$ cat src/rtl/period_timer_defines.svh
// named offsets, field positions, reset values and timing counts for the period match timer
`ifndef PERIOD_TIMER_DEFINES_SVH
`define PERIOD_TIMER_DEFINES_SVH

// ----------------------------------------------------------------
// register byte offsets (one aligned 32-bit word each)
// ----------------------------------------------------------------
`define TMR_OFS_COUNT     5'h00
`define TMR_OFS_PERIOD    5'h04
`define TMR_OFS_CONTROL   5'h08
`define TMR_OFS_FLAGS     5'h0C
`define TMR_OFS_CLEAR     5'h10
`define TMR_OFS_ENABLES   5'h14

// ----------------------------------------------------------------
// reset values
// ----------------------------------------------------------------
`define TMR_COUNT_RST     8'h00
`define TMR_PERIOD_RST    8'hFF
`define TMR_CONTROL_RST   7'h00

// ----------------------------------------------------------------
// control field positions
// ----------------------------------------------------------------
`define TMR_CTL_PRE_LO    0
`define TMR_CTL_PRE_HI    1
`define TMR_CTL_RUN       2
`define TMR_CTL_POST_LO   3
`define TMR_CTL_POST_HI   6
`define TMR_CTL_MSB       6

// match flag / enable bit inside the flag, clear and enable words
`define TMR_IRQ_BIT       1

// ----------------------------------------------------------------
// prescale select codes and terminal counts
// ----------------------------------------------------------------
`define TMR_PRE_DIV1      2'h0
`define TMR_PRE_DIV4      2'h1
`define TMR_PRE_TERM1     4'h0
`define TMR_PRE_TERM4     4'h3
`define TMR_PRE_TERM16    4'hF

// instruction clock: oscillator divided by four
`define TMR_FOSC_TERM     2'h3

`endif

$ cat src/rtl/period_timer_pkg.sv
// types shared by the period match timer files
package period_timer_pkg;

    // axi4-lite response codes
    typedef enum logic [1:0]
    {
        RESP_OKAY   = 2'h0,
        RESP_SLVERR = 2'h2
    } axi_resp_t;

endpackage : period_timer_pkg

$ cat src/rtl/prescale_divider.sv
// prescaler: divides the instruction tick by 1, 4 or 16
`timescale 1ns/1ps
`include "period_timer_defines.svh"

module prescale_divider
#(
    parameter int CW = 4                       // counter width, fits divide by 16
)
(
    input  wire logic          clk,
    input  wire logic          rst_b,
    input  wire logic          tick_en,        // instruction clock enable
    input  wire logic          run,            // timer on
    input  wire logic          clear,          // clear counter (register write)
    input  wire logic [1:0]    select,         // prescale select
    output      logic          pulse           // one-cycle prescaled tick
);

    logic [CW-1:0] cnt_reg;                    // prescale count
    logic [CW-1:0] term;                       // terminal count for the select

    // ----------------------------------------------------------------
    // terminal count; codes 10 and 11 both mean sixteen
    // ----------------------------------------------------------------
    always_comb
    begin
        case (select)
            `TMR_PRE_DIV1: term = `TMR_PRE_TERM1;
            `TMR_PRE_DIV4: term = `TMR_PRE_TERM4;
            default:       term = `TMR_PRE_TERM16;
        endcase
    end

    // a clearing write swallows a tick in the same cycle
    assign pulse = run && tick_en && !clear && (cnt_reg == term);

    // ----------------------------------------------------------------
    // counter
    // ----------------------------------------------------------------
    always_ff @(posedge clk)
    begin
        if (!rst_b || clear)
            cnt_reg <= '0;
        else if (run && tick_en)
        begin
            if (cnt_reg == term)
                cnt_reg <= '0;
            else
                cnt_reg <= cnt_reg + 1'b1;
        end
    end
endmodule : prescale_divider

$ cat src/rtl/postscale_counter.sv
// postscaler: one output pulse per 1 to 16 period matches
`timescale 1ns/1ps
`include "period_timer_defines.svh"

module postscale_counter
#(
    parameter int CW = 4                       // select and counter width
)
(
    input  wire logic          clk,
    input  wire logic          rst_b,
    input  wire logic          match,          // count reached period
    input  wire logic          clear,          // clear counter (register write)
    input  wire logic [CW-1:0] select,         // divide by select + 1
    output      logic          pulse           // one-cycle postscaled event
);

    logic [CW-1:0] cnt_reg;                    // matches seen so far

    assign pulse = match && (cnt_reg == select);

    // ----------------------------------------------------------------
    // counter; a select lowered below the count waits for a wrap
    // ----------------------------------------------------------------
    always_ff @(posedge clk)
    begin
        if (!rst_b || clear)
            cnt_reg <= '0;
        else if (match)
        begin
            if (cnt_reg == select)
                cnt_reg <= '0;
            else
                cnt_reg <= cnt_reg + 1'b1;
        end
    end
endmodule : postscale_counter

$ cat src/rtl/period_match_timer8.sv
// period match timer with prescaler, postscaler, interrupt and axi4-lite registers
// What this block does
// timer clock is oscillator divided by four
// prescaler divides by 1, 4 or 16
// each prescaled tick advances the count
// count equal to period wraps to zero
// each match advances postscaler, output sets flag
// postscale field selects 1 to 16 matches
// count and period readable, reset 00h/FFh
// on bit runs and stops the timer
// count or control writes clear scalers
// control writes keep the count value
// flag stays set until software clears
// flag sets regardless of any enable
// stopped timer holds counters, makes no events
`timescale 1ns/1ps
`include "period_timer_defines.svh"

module period_match_timer8
#(
    parameter int ADDR_W = 5                   // byte address width
)
(
    input  wire logic              clk,
    input  wire logic              rst_b,
    input  wire logic [ADDR_W-1:0] axi_awaddr,
    input  wire logic              axi_awvalid,
    output      logic              axi_awready,
    input  wire logic [31:0]       axi_wdata,
    input  wire logic [3:0]        axi_wstrb,
    input  wire logic              axi_wvalid,
    output      logic              axi_wready,
    output      logic [1:0]        axi_bresp,
    output      logic              axi_bvalid,
    input  wire logic              axi_bready,
    input  wire logic [ADDR_W-1:0] axi_araddr,
    input  wire logic              axi_arvalid,
    output      logic              axi_arready,
    output      logic [31:0]       axi_rdata,
    output      logic [1:0]        axi_rresp,
    output      logic              axi_rvalid,
    input  wire logic              axi_rready,
    output      logic              irq
);

    // ----------------------------------------------------------------
    // state
    // ----------------------------------------------------------------
    logic [1:0]  fosc_cnt_reg;                 // oscillator to instruction divider
    logic        ins_tick;                     // instruction clock enable
    logic [7:0]  count_reg;                    // timer count
    logic [7:0]  period_reg;                   // period value
    logic [`TMR_CTL_MSB:0] control_reg;        // control bits 6..0
    logic        flag_reg;                     // match interrupt flag
    logic        enable_reg;                   // match interrupt enable
    logic        irq_reg;                      // registered interrupt level
    logic        pre_pulse;                    // prescaled tick
    logic        match;                        // count equals period on a tick
    logic        post_pulse;                   // postscaled event
    logic        run;                          // timer on

    // bus side
    logic        wr_take_reg;                  // write address and data taken now
    logic        bvalid_reg;
    period_timer_pkg::axi_resp_t bresp_reg;
    logic        ar_take_reg;                  // read address taken now
    logic        rvalid_reg;
    period_timer_pkg::axi_resp_t rresp_reg;
    logic [31:0] rdata_reg;

    // decoded write strobes, valid only in the taking cycle
    logic        wr_lane0;
    logic        wr_count;
    logic        wr_period;
    logic        wr_control;
    logic        wr_clear;
    logic        wr_enable;
    logic        wr_mapped;
    logic        scaler_clear;

    assign run = control_reg[`TMR_CTL_RUN];

    // ----------------------------------------------------------------
    // instruction clock: a free-running quarter-rate enable
    // ----------------------------------------------------------------
    always_ff @(posedge clk)
    begin
        if (!rst_b)
            fosc_cnt_reg <= 2'h0;
        else
            fosc_cnt_reg <= fosc_cnt_reg + 2'h1;
    end

    assign ins_tick = (fosc_cnt_reg == `TMR_FOSC_TERM);

    // ----------------------------------------------------------------
    // write address decode
    // ----------------------------------------------------------------
    // the master holds awaddr and wdata until taken, so decoding them
    // in the take cycle is safe
    assign wr_lane0   = wr_take_reg && axi_wstrb[0];
    assign wr_count   = wr_lane0 && (axi_awaddr == `TMR_OFS_COUNT);
    assign wr_period  = wr_lane0 && (axi_awaddr == `TMR_OFS_PERIOD);
    assign wr_control = wr_lane0 && (axi_awaddr == `TMR_OFS_CONTROL);
    assign wr_clear   = wr_lane0 && (axi_awaddr == `TMR_OFS_CLEAR);
    assign wr_enable  = wr_lane0 && (axi_awaddr == `TMR_OFS_ENABLES);

    always_comb
    begin
        case (axi_awaddr)
            `TMR_OFS_COUNT, `TMR_OFS_PERIOD, `TMR_OFS_CONTROL,
            `TMR_OFS_FLAGS, `TMR_OFS_CLEAR, `TMR_OFS_ENABLES:
                wr_mapped = 1'b1;
            default:
                wr_mapped = 1'b0;
        endcase
    end

    // writes to count or control restart both scalers
    assign scaler_clear = wr_count || wr_control;

    // ----------------------------------------------------------------
    // scalers
    // ----------------------------------------------------------------
    prescale_divider
    #(
        .CW      (4)
    )
    u_pre
    (
        .clk     (clk),
        .rst_b   (rst_b),
        .tick_en (ins_tick),
        .run     (run),
        .clear   (scaler_clear),
        .select  (control_reg[`TMR_CTL_PRE_HI:`TMR_CTL_PRE_LO]),
        .pulse   (pre_pulse)
    );

    // a count write overrides the tick, so no match in that cycle
    assign match = pre_pulse && !wr_count && (count_reg == period_reg);

    postscale_counter
    #(
        .CW      (4)
    )
    u_post
    (
        .clk     (clk),
        .rst_b   (rst_b),
        .match   (match),
        .clear   (scaler_clear),
        .select  (control_reg[`TMR_CTL_POST_HI:`TMR_CTL_POST_LO]),
        .pulse   (post_pulse)
    );

    // ----------------------------------------------------------------
    // count register; software write wins over a tick
    // ----------------------------------------------------------------
    always_ff @(posedge clk)
    begin
        if (!rst_b)
            count_reg <= `TMR_COUNT_RST;
        else if (wr_count)
            count_reg <= axi_wdata[7:0];
        else if (match)
            count_reg <= `TMR_COUNT_RST;
        else if (pre_pulse)
            count_reg <= count_reg + 8'h01;
        // control writes fall through and leave the count alone
    end

    // ----------------------------------------------------------------
    // period and control registers
    // ----------------------------------------------------------------
    always_ff @(posedge clk)
    begin
        if (!rst_b)
            period_reg <= `TMR_PERIOD_RST;
        else if (wr_period)
            period_reg <= axi_wdata[7:0];
    end

    always_ff @(posedge clk)
    begin
        if (!rst_b)
            control_reg <= `TMR_CONTROL_RST;
        else if (wr_control)
            control_reg <= axi_wdata[`TMR_CTL_MSB:0];
    end

    // ----------------------------------------------------------------
    // interrupt flag: sticky, set beats a same-cycle clear
    // ----------------------------------------------------------------
    always_ff @(posedge clk)
    begin
        if (!rst_b)
            flag_reg <= 1'b0;
        else if (post_pulse)
            flag_reg <= 1'b1;
        else if (wr_clear && axi_wdata[`TMR_IRQ_BIT])
            flag_reg <= 1'b0;
    end

    always_ff @(posedge clk)
    begin
        if (!rst_b)
            enable_reg <= 1'b0;
        else if (wr_enable)
            enable_reg <= axi_wdata[`TMR_IRQ_BIT];
    end

    // one cycle behind the flag so the output leaves a flop
    always_ff @(posedge clk)
    begin
        if (!rst_b)
            irq_reg <= 1'b0;
        else
            irq_reg <= flag_reg && enable_reg;
    end

    // ----------------------------------------------------------------
    // axi4-lite write channel: take both together, then respond
    // ----------------------------------------------------------------
    always_ff @(posedge clk)
    begin
        if (!rst_b)
            wr_take_reg <= 1'b0;
        else
            wr_take_reg <= axi_awvalid && axi_wvalid && !wr_take_reg && !bvalid_reg;
    end

    always_ff @(posedge clk)
    begin
        if (!rst_b)
        begin
            bvalid_reg <= 1'b0;
            bresp_reg  <= period_timer_pkg::RESP_OKAY;
        end
        else if (wr_take_reg)
        begin
            bvalid_reg <= 1'b1;
            bresp_reg  <= wr_mapped ? period_timer_pkg::RESP_OKAY : period_timer_pkg::RESP_SLVERR;
        end
        else if (axi_bready)
            bvalid_reg <= 1'b0;
    end

    // ----------------------------------------------------------------
    // axi4-lite read channel
    // ----------------------------------------------------------------
    always_ff @(posedge clk)
    begin
        if (!rst_b)
            ar_take_reg <= 1'b0;
        else
            ar_take_reg <= axi_arvalid && !ar_take_reg && !rvalid_reg;
    end

    always_ff @(posedge clk)
    begin
        if (!rst_b)
        begin
            rvalid_reg <= 1'b0;
            rresp_reg  <= period_timer_pkg::RESP_OKAY;
            rdata_reg  <= 32'h0000_0000;
        end
        else if (ar_take_reg)
        begin
            rvalid_reg <= 1'b1;
            rresp_reg  <= period_timer_pkg::RESP_OKAY;
            rdata_reg  <= 32'h0000_0000;
            case (axi_araddr)
                `TMR_OFS_COUNT:   rdata_reg[7:0] <= count_reg;
                `TMR_OFS_PERIOD:  rdata_reg[7:0] <= period_reg;
                `TMR_OFS_CONTROL: rdata_reg[`TMR_CTL_MSB:0] <= control_reg;
                `TMR_OFS_FLAGS:   rdata_reg[`TMR_IRQ_BIT] <= flag_reg;
                `TMR_OFS_ENABLES: rdata_reg[`TMR_IRQ_BIT] <= enable_reg;
                `TMR_OFS_CLEAR:   rdata_reg[`TMR_IRQ_BIT] <= 1'b0;
                default:          rresp_reg <= period_timer_pkg::RESP_SLVERR;
            endcase
        end
        else if (axi_rready)
            rvalid_reg <= 1'b0;
    end

    // ----------------------------------------------------------------
    // outputs
    // ----------------------------------------------------------------
    assign axi_awready = wr_take_reg;
    assign axi_wready  = wr_take_reg;
    assign axi_bvalid  = bvalid_reg;
    assign axi_bresp   = bresp_reg;
    assign axi_arready = ar_take_reg;
    assign axi_rvalid  = rvalid_reg;
    assign axi_rresp   = rresp_reg;
    assign axi_rdata   = rdata_reg;
    assign irq         = irq_reg;
endmodule : period_match_timer8

$ cat config.mk
export PLATFORM = sky130hd
export DESIGN_NAME = period_match_timer8
export DESIGN_NICKNAME = d
export VERILOG_FILES = /design/src/rtl/period_timer_pkg.sv /design/src/rtl/prescale_divider.sv /design/src/rtl/postscale_counter.sv /design/src/rtl/period_match_timer8.sv
export VERILOG_INCLUDE_DIRS = /design/src /design/src/rtl
export SDC_FILE = /design/constraint.sdc
export NUM_CORES = 1
export LEC_CHECK = 0
export BUFFER_PORTS_ARGS = -buffer_cell sky130_fd_sc_hd__buf_2
export CORE_UTILIZATION = 28
export DETAILED_ROUTE_END_ITERATION = 7
export PLACE_DENSITY = 0.55
export SLEW_MARGIN = 20
export SYNTH_ARGS = -nofsm -noshare
export SYNTH_HDL_FRONTEND = slang
export SYNTH_SLANG_ARGS = --single-unit
$ cat constraint.sdc
create_clock -name clk -period 4.5 [get_ports clk]
set_input_delay 0.225 -clock clk [delete_from_list [all_inputs] [get_ports clk]]
set_output_delay 0.225 -clock clk [all_outputs]
set_load 0.05 [all_outputs]
==> impl_metrics.json <==
{
  "syn_area_per_cell_sq_um": 8.41,
  "power_switching_share_pct": 29.5,
  "cts_hold_buf": 0,
  "synth_enable_flop_cells": 0,
  "finalHoldViolations": 0,
  "p_leak_nw": 1.12,
  "ys_seq_area_share_pct": 37.8,
  "fill_cells": 999,
  "rrSetupSlack_ps": 2120,
  "die_h_um": 99.3,
  "ir_drop_v": 0.000112,
  "path_max_fanout": 16,
  "drt_iter0_drc": 163,
  "route.detailed.drc": 0,
  "min_path_type": "input pin to flop",
  "synthArstFlopShare_pct": 0,
  "endpoint": "u_post.cnt_reg[2]$_SDFFE_PP0N_",
  "drt_wl_total_mm": 6.33,
  "fin_cells": 458,
  "cts_sinks": 50,
  "hold_depth": 3,
  "cts_tree": "built",
  "r2r-start": "count_reg[1]$_SDFFE_PN0P_",
  "grt_usage_pct": 13.5,
  "fin_tns_setup_ps": 0,
  "p_per_area_nw_per_um2": 288,
  "vias": 2258,
  "worst_slew_pin_slew_ps": 873,
  "reg2reg_depth": 5,
  "fin_crit_ps": 2380,
  "ctsResizeCount": 0,
  "cell_internal_pwr_w": 0.000594,
  "crit_type": "flop to flop",
  "finalSetupViolCount": 0,
  "max_freq_ghz": 0.420,
  "slew_viol_final": 0,
  "synthCells": 315,
  "sequentialPowerShare_pct": 53.8,
  "crit_required_ps": 4690,
  "status": "complete, no violations",
  "clk_pin_slew_ps": 90,
  "crit_arrival_ps": 2570,
  "core_sq_um": 9200,
  "die-area_sq_um": 9860,
  "rsz0062_at_grt": "false",
  "pwr-share-clk_pct": 32.5,
  "place_hpwl_mm": 4.71,
  "whs_ps": 127,
  "via_per_inst": 4.93,
  "htreeDepth": 2,
  "synth_warnings": 0,
  "r2r-end": "u_post.cnt_reg[2]$_SDFFE_PP0N_",
  "numCtsBuffers": 5,
  "critPathCaptureType": "flop",
  "relSlewSlack_pct": 41.2,
  "final_layout_size_suffix_gt1_share_pct": 16.1,
  "start_kind": "flop",
  "path_cells": "xor2_1 > nor4_1 > nand2_1 > o311ai_0 > o41ai_1",
  "cpMaxStageDelayCell": "nor4_1",
  "slowest_delay_ps": 590,
  "io_pins": 95,
  "area_growth_pct": 10.4,
  "die_x_um": 99.3,
  "grt_first_pass_wirelength_mm": 10.6,
  "place_congestion": 0.807,
  "grt_max_degree": 25,
  "initial_utilization_pct": 28.8,
  "post_cts_buffers": 0,
  "first_pass_iters": 4,
  "numPortBuffers": 41,
  "final_net_count": 403,
  "clk_latency_ps": 310,
  "synth_flop_cell": "dfxtp_1",
  "crit_path_start": "count_reg[1]$_SDFFE_PN0P_",
  "period_share_pct": 52.9,
  "synth_area_sq_um": 2650,
  "combPwrFrac_pct": 13.8,
  "cts_root_buf": "clkbuf_8",
  "power_switching_w": 0.000248,
  "rows": 35,
  "ys_types": 44,
  "routedWlPerCell_um": 13.8,
  "cts_buffer_depth": 2,
  "ys_ff_latch": 50,
  "antenna_found_initial": 0,
  "dp.cells": 450,
  "n_antenna_cell": 0,
  "finish.utilization_pct": 31.8,
  "fin_skew_ps": 10.4,
  "grt_pass1_vias": 2215,
  "overflow": 0,
  "drv_cap": 0,
  "detail-route-antenna-nets": 0
}
[power by group through the flow]
stage | clock (W) | combinational [W] | sequential (W)
after floorplan | 0 | 0.0000947 | 0.000473
after global placement | 0 | 0.000115 | 0.000463
after detailed placement | 0 | 0.000116 | 0.000463
after CTS | 0.000280 | 0.000116 | 0.000453
after global routing | 0.000297 | 0.000124 | 0.000454
final | 0.000273 | 0.000116 | 0.000453
[through the flow]
stage / setup slack (ps) / total power [W] / area [sq um]
6_report: 2120 / 0.000842 / 2930
5_1_grt: 1940 / 0.000874 / 2930
2_1_floorplan: 2430 / 0.000568 / 2740
3_3_place_gp: 2160 / 0.000578 / 2830
4_1_cts: 2180 / 0.000848 / 2930
3_5_place_dp: 2210 / 0.000579 / 2830
[layout by cell type (no fill, tap or decap), types with 6 or more instances in the layout]
cell type,instances
dfxtp_1,50
o21ai_0,17
clkbuf_8,6
xor2_1,10
conb_1,26
nand3_1,16
nand2_1,35
nor2_1,19
a21oi_1,22
xnor2_1,7
buf_2,41
mux2i_1,18
a31oi_1,8
[how the worst min path moves through the flow]
stage | startpoint | to | slack [ps]
floorplan | axi_arvalid | axi_arready$_SDFF_PN0_ | 340
detailed placement | fosc_cnt_reg[0]$_SDFF_PN0_ | fosc_cnt_reg[0]$_SDFF_PN0_ | 410
finish | axi_arvalid | axi_arready$_SDFF_PN0_ | 130
global route | axi_wvalid | axi_awready$_SDFF_PN0_ | 130
global placement | fosc_cnt_reg[0]$_SDFF_PN0_ | fosc_cnt_reg[0]$_SDFF_PN0_ | 410
CTS | axi_arvalid | axi_arready$_SDFF_PN0_ | 130
[area by class of cell]
class | instances | area (sq um) | area share [%]
inverters | 5 | 18.8 | 0.641
repair buffers | 42 | 213 | 7.27
multi-input cells | 242 | 1460 | 49.9
clock buffers | 6 | 82.6 | 2.82
flip-flops and latches | 50 | 1000 | 34.2
clock inverters | 2 | 12.5 | 0.428
well taps | 111 | 139 | 4.75
[worst max-delay path, delay by kind of cell (launching register included)]
| family | cells | cell delay, ps |
|---|---|---|
| flip-flops | 1 | 370 |
| XOR/XNOR | 1 | 190 |
| AND/OR/NAND/NOR | 2 | 1100 |
| AO/OA/AOI/OAI | 2 | 600 |
[cell usage after synthesis (all sizes together), types with 2 or more instances]
master | count | share of area [%]
or3 | 5 | 1.2
ha | 4 | 1.9
nor4 | 5 | 1.2
buf | 30 | 8.3
o21ai | 18 | 3.5
o41ai | 2 | 0.66
a211oi | 3 | 0.85
and3 | 4 | 0.94
nand3 | 16 | 3.0
a22oi | 5 | 1.4
nor3 | 4 | 0.94
or4b | 2 | 0.76
and2 | 4 | 0.94
dfxtp | 50 | 38
a31oi | 8 | 1.9
nand4b | 5 | 1.7
nand3b | 2 | 0.57
nand2 | 35 | 5.0
inv | 5 | 0.71
xnor2 | 7 | 2.3
nand2b | 2 | 0.47
nand4 | 3 | 0.71
nor2b | 2 | 0.47
a21oi | 23 | 4.5
clkbuf | 13 | 1.9
xor2 | 10 | 3.3
nor2 | 19 | 2.7
mux2i | 18 | 6.8
[kinds of logic after synthesis]
family | after synthesis | share of synthesized area, %
AOI/OAI and AO/OA | 64 | 14.3
adders and majority gates | 4 | 1.89
xor gates and xnor gates | 17 | 5.62
other | 1 | 0.142
buffers and inverters | 48 | 10.9
muxes | 19 | 7.65
DFF | 50 | 37.8
and+or+nand+nor | 112 | 21.8
[per-layer routing]
metal / global-route usage, % / wire length (um) / up-vias
met3: 2.60 / 248 / 9
met1: 16.8 / 2950 / 1067
met4: 3.51 / 74 / 0
met2: 23.9 / 3060 / 60
li1: - / - / 1122
met5: 0 / 0 / -
(Power assumes the default switching activity.)
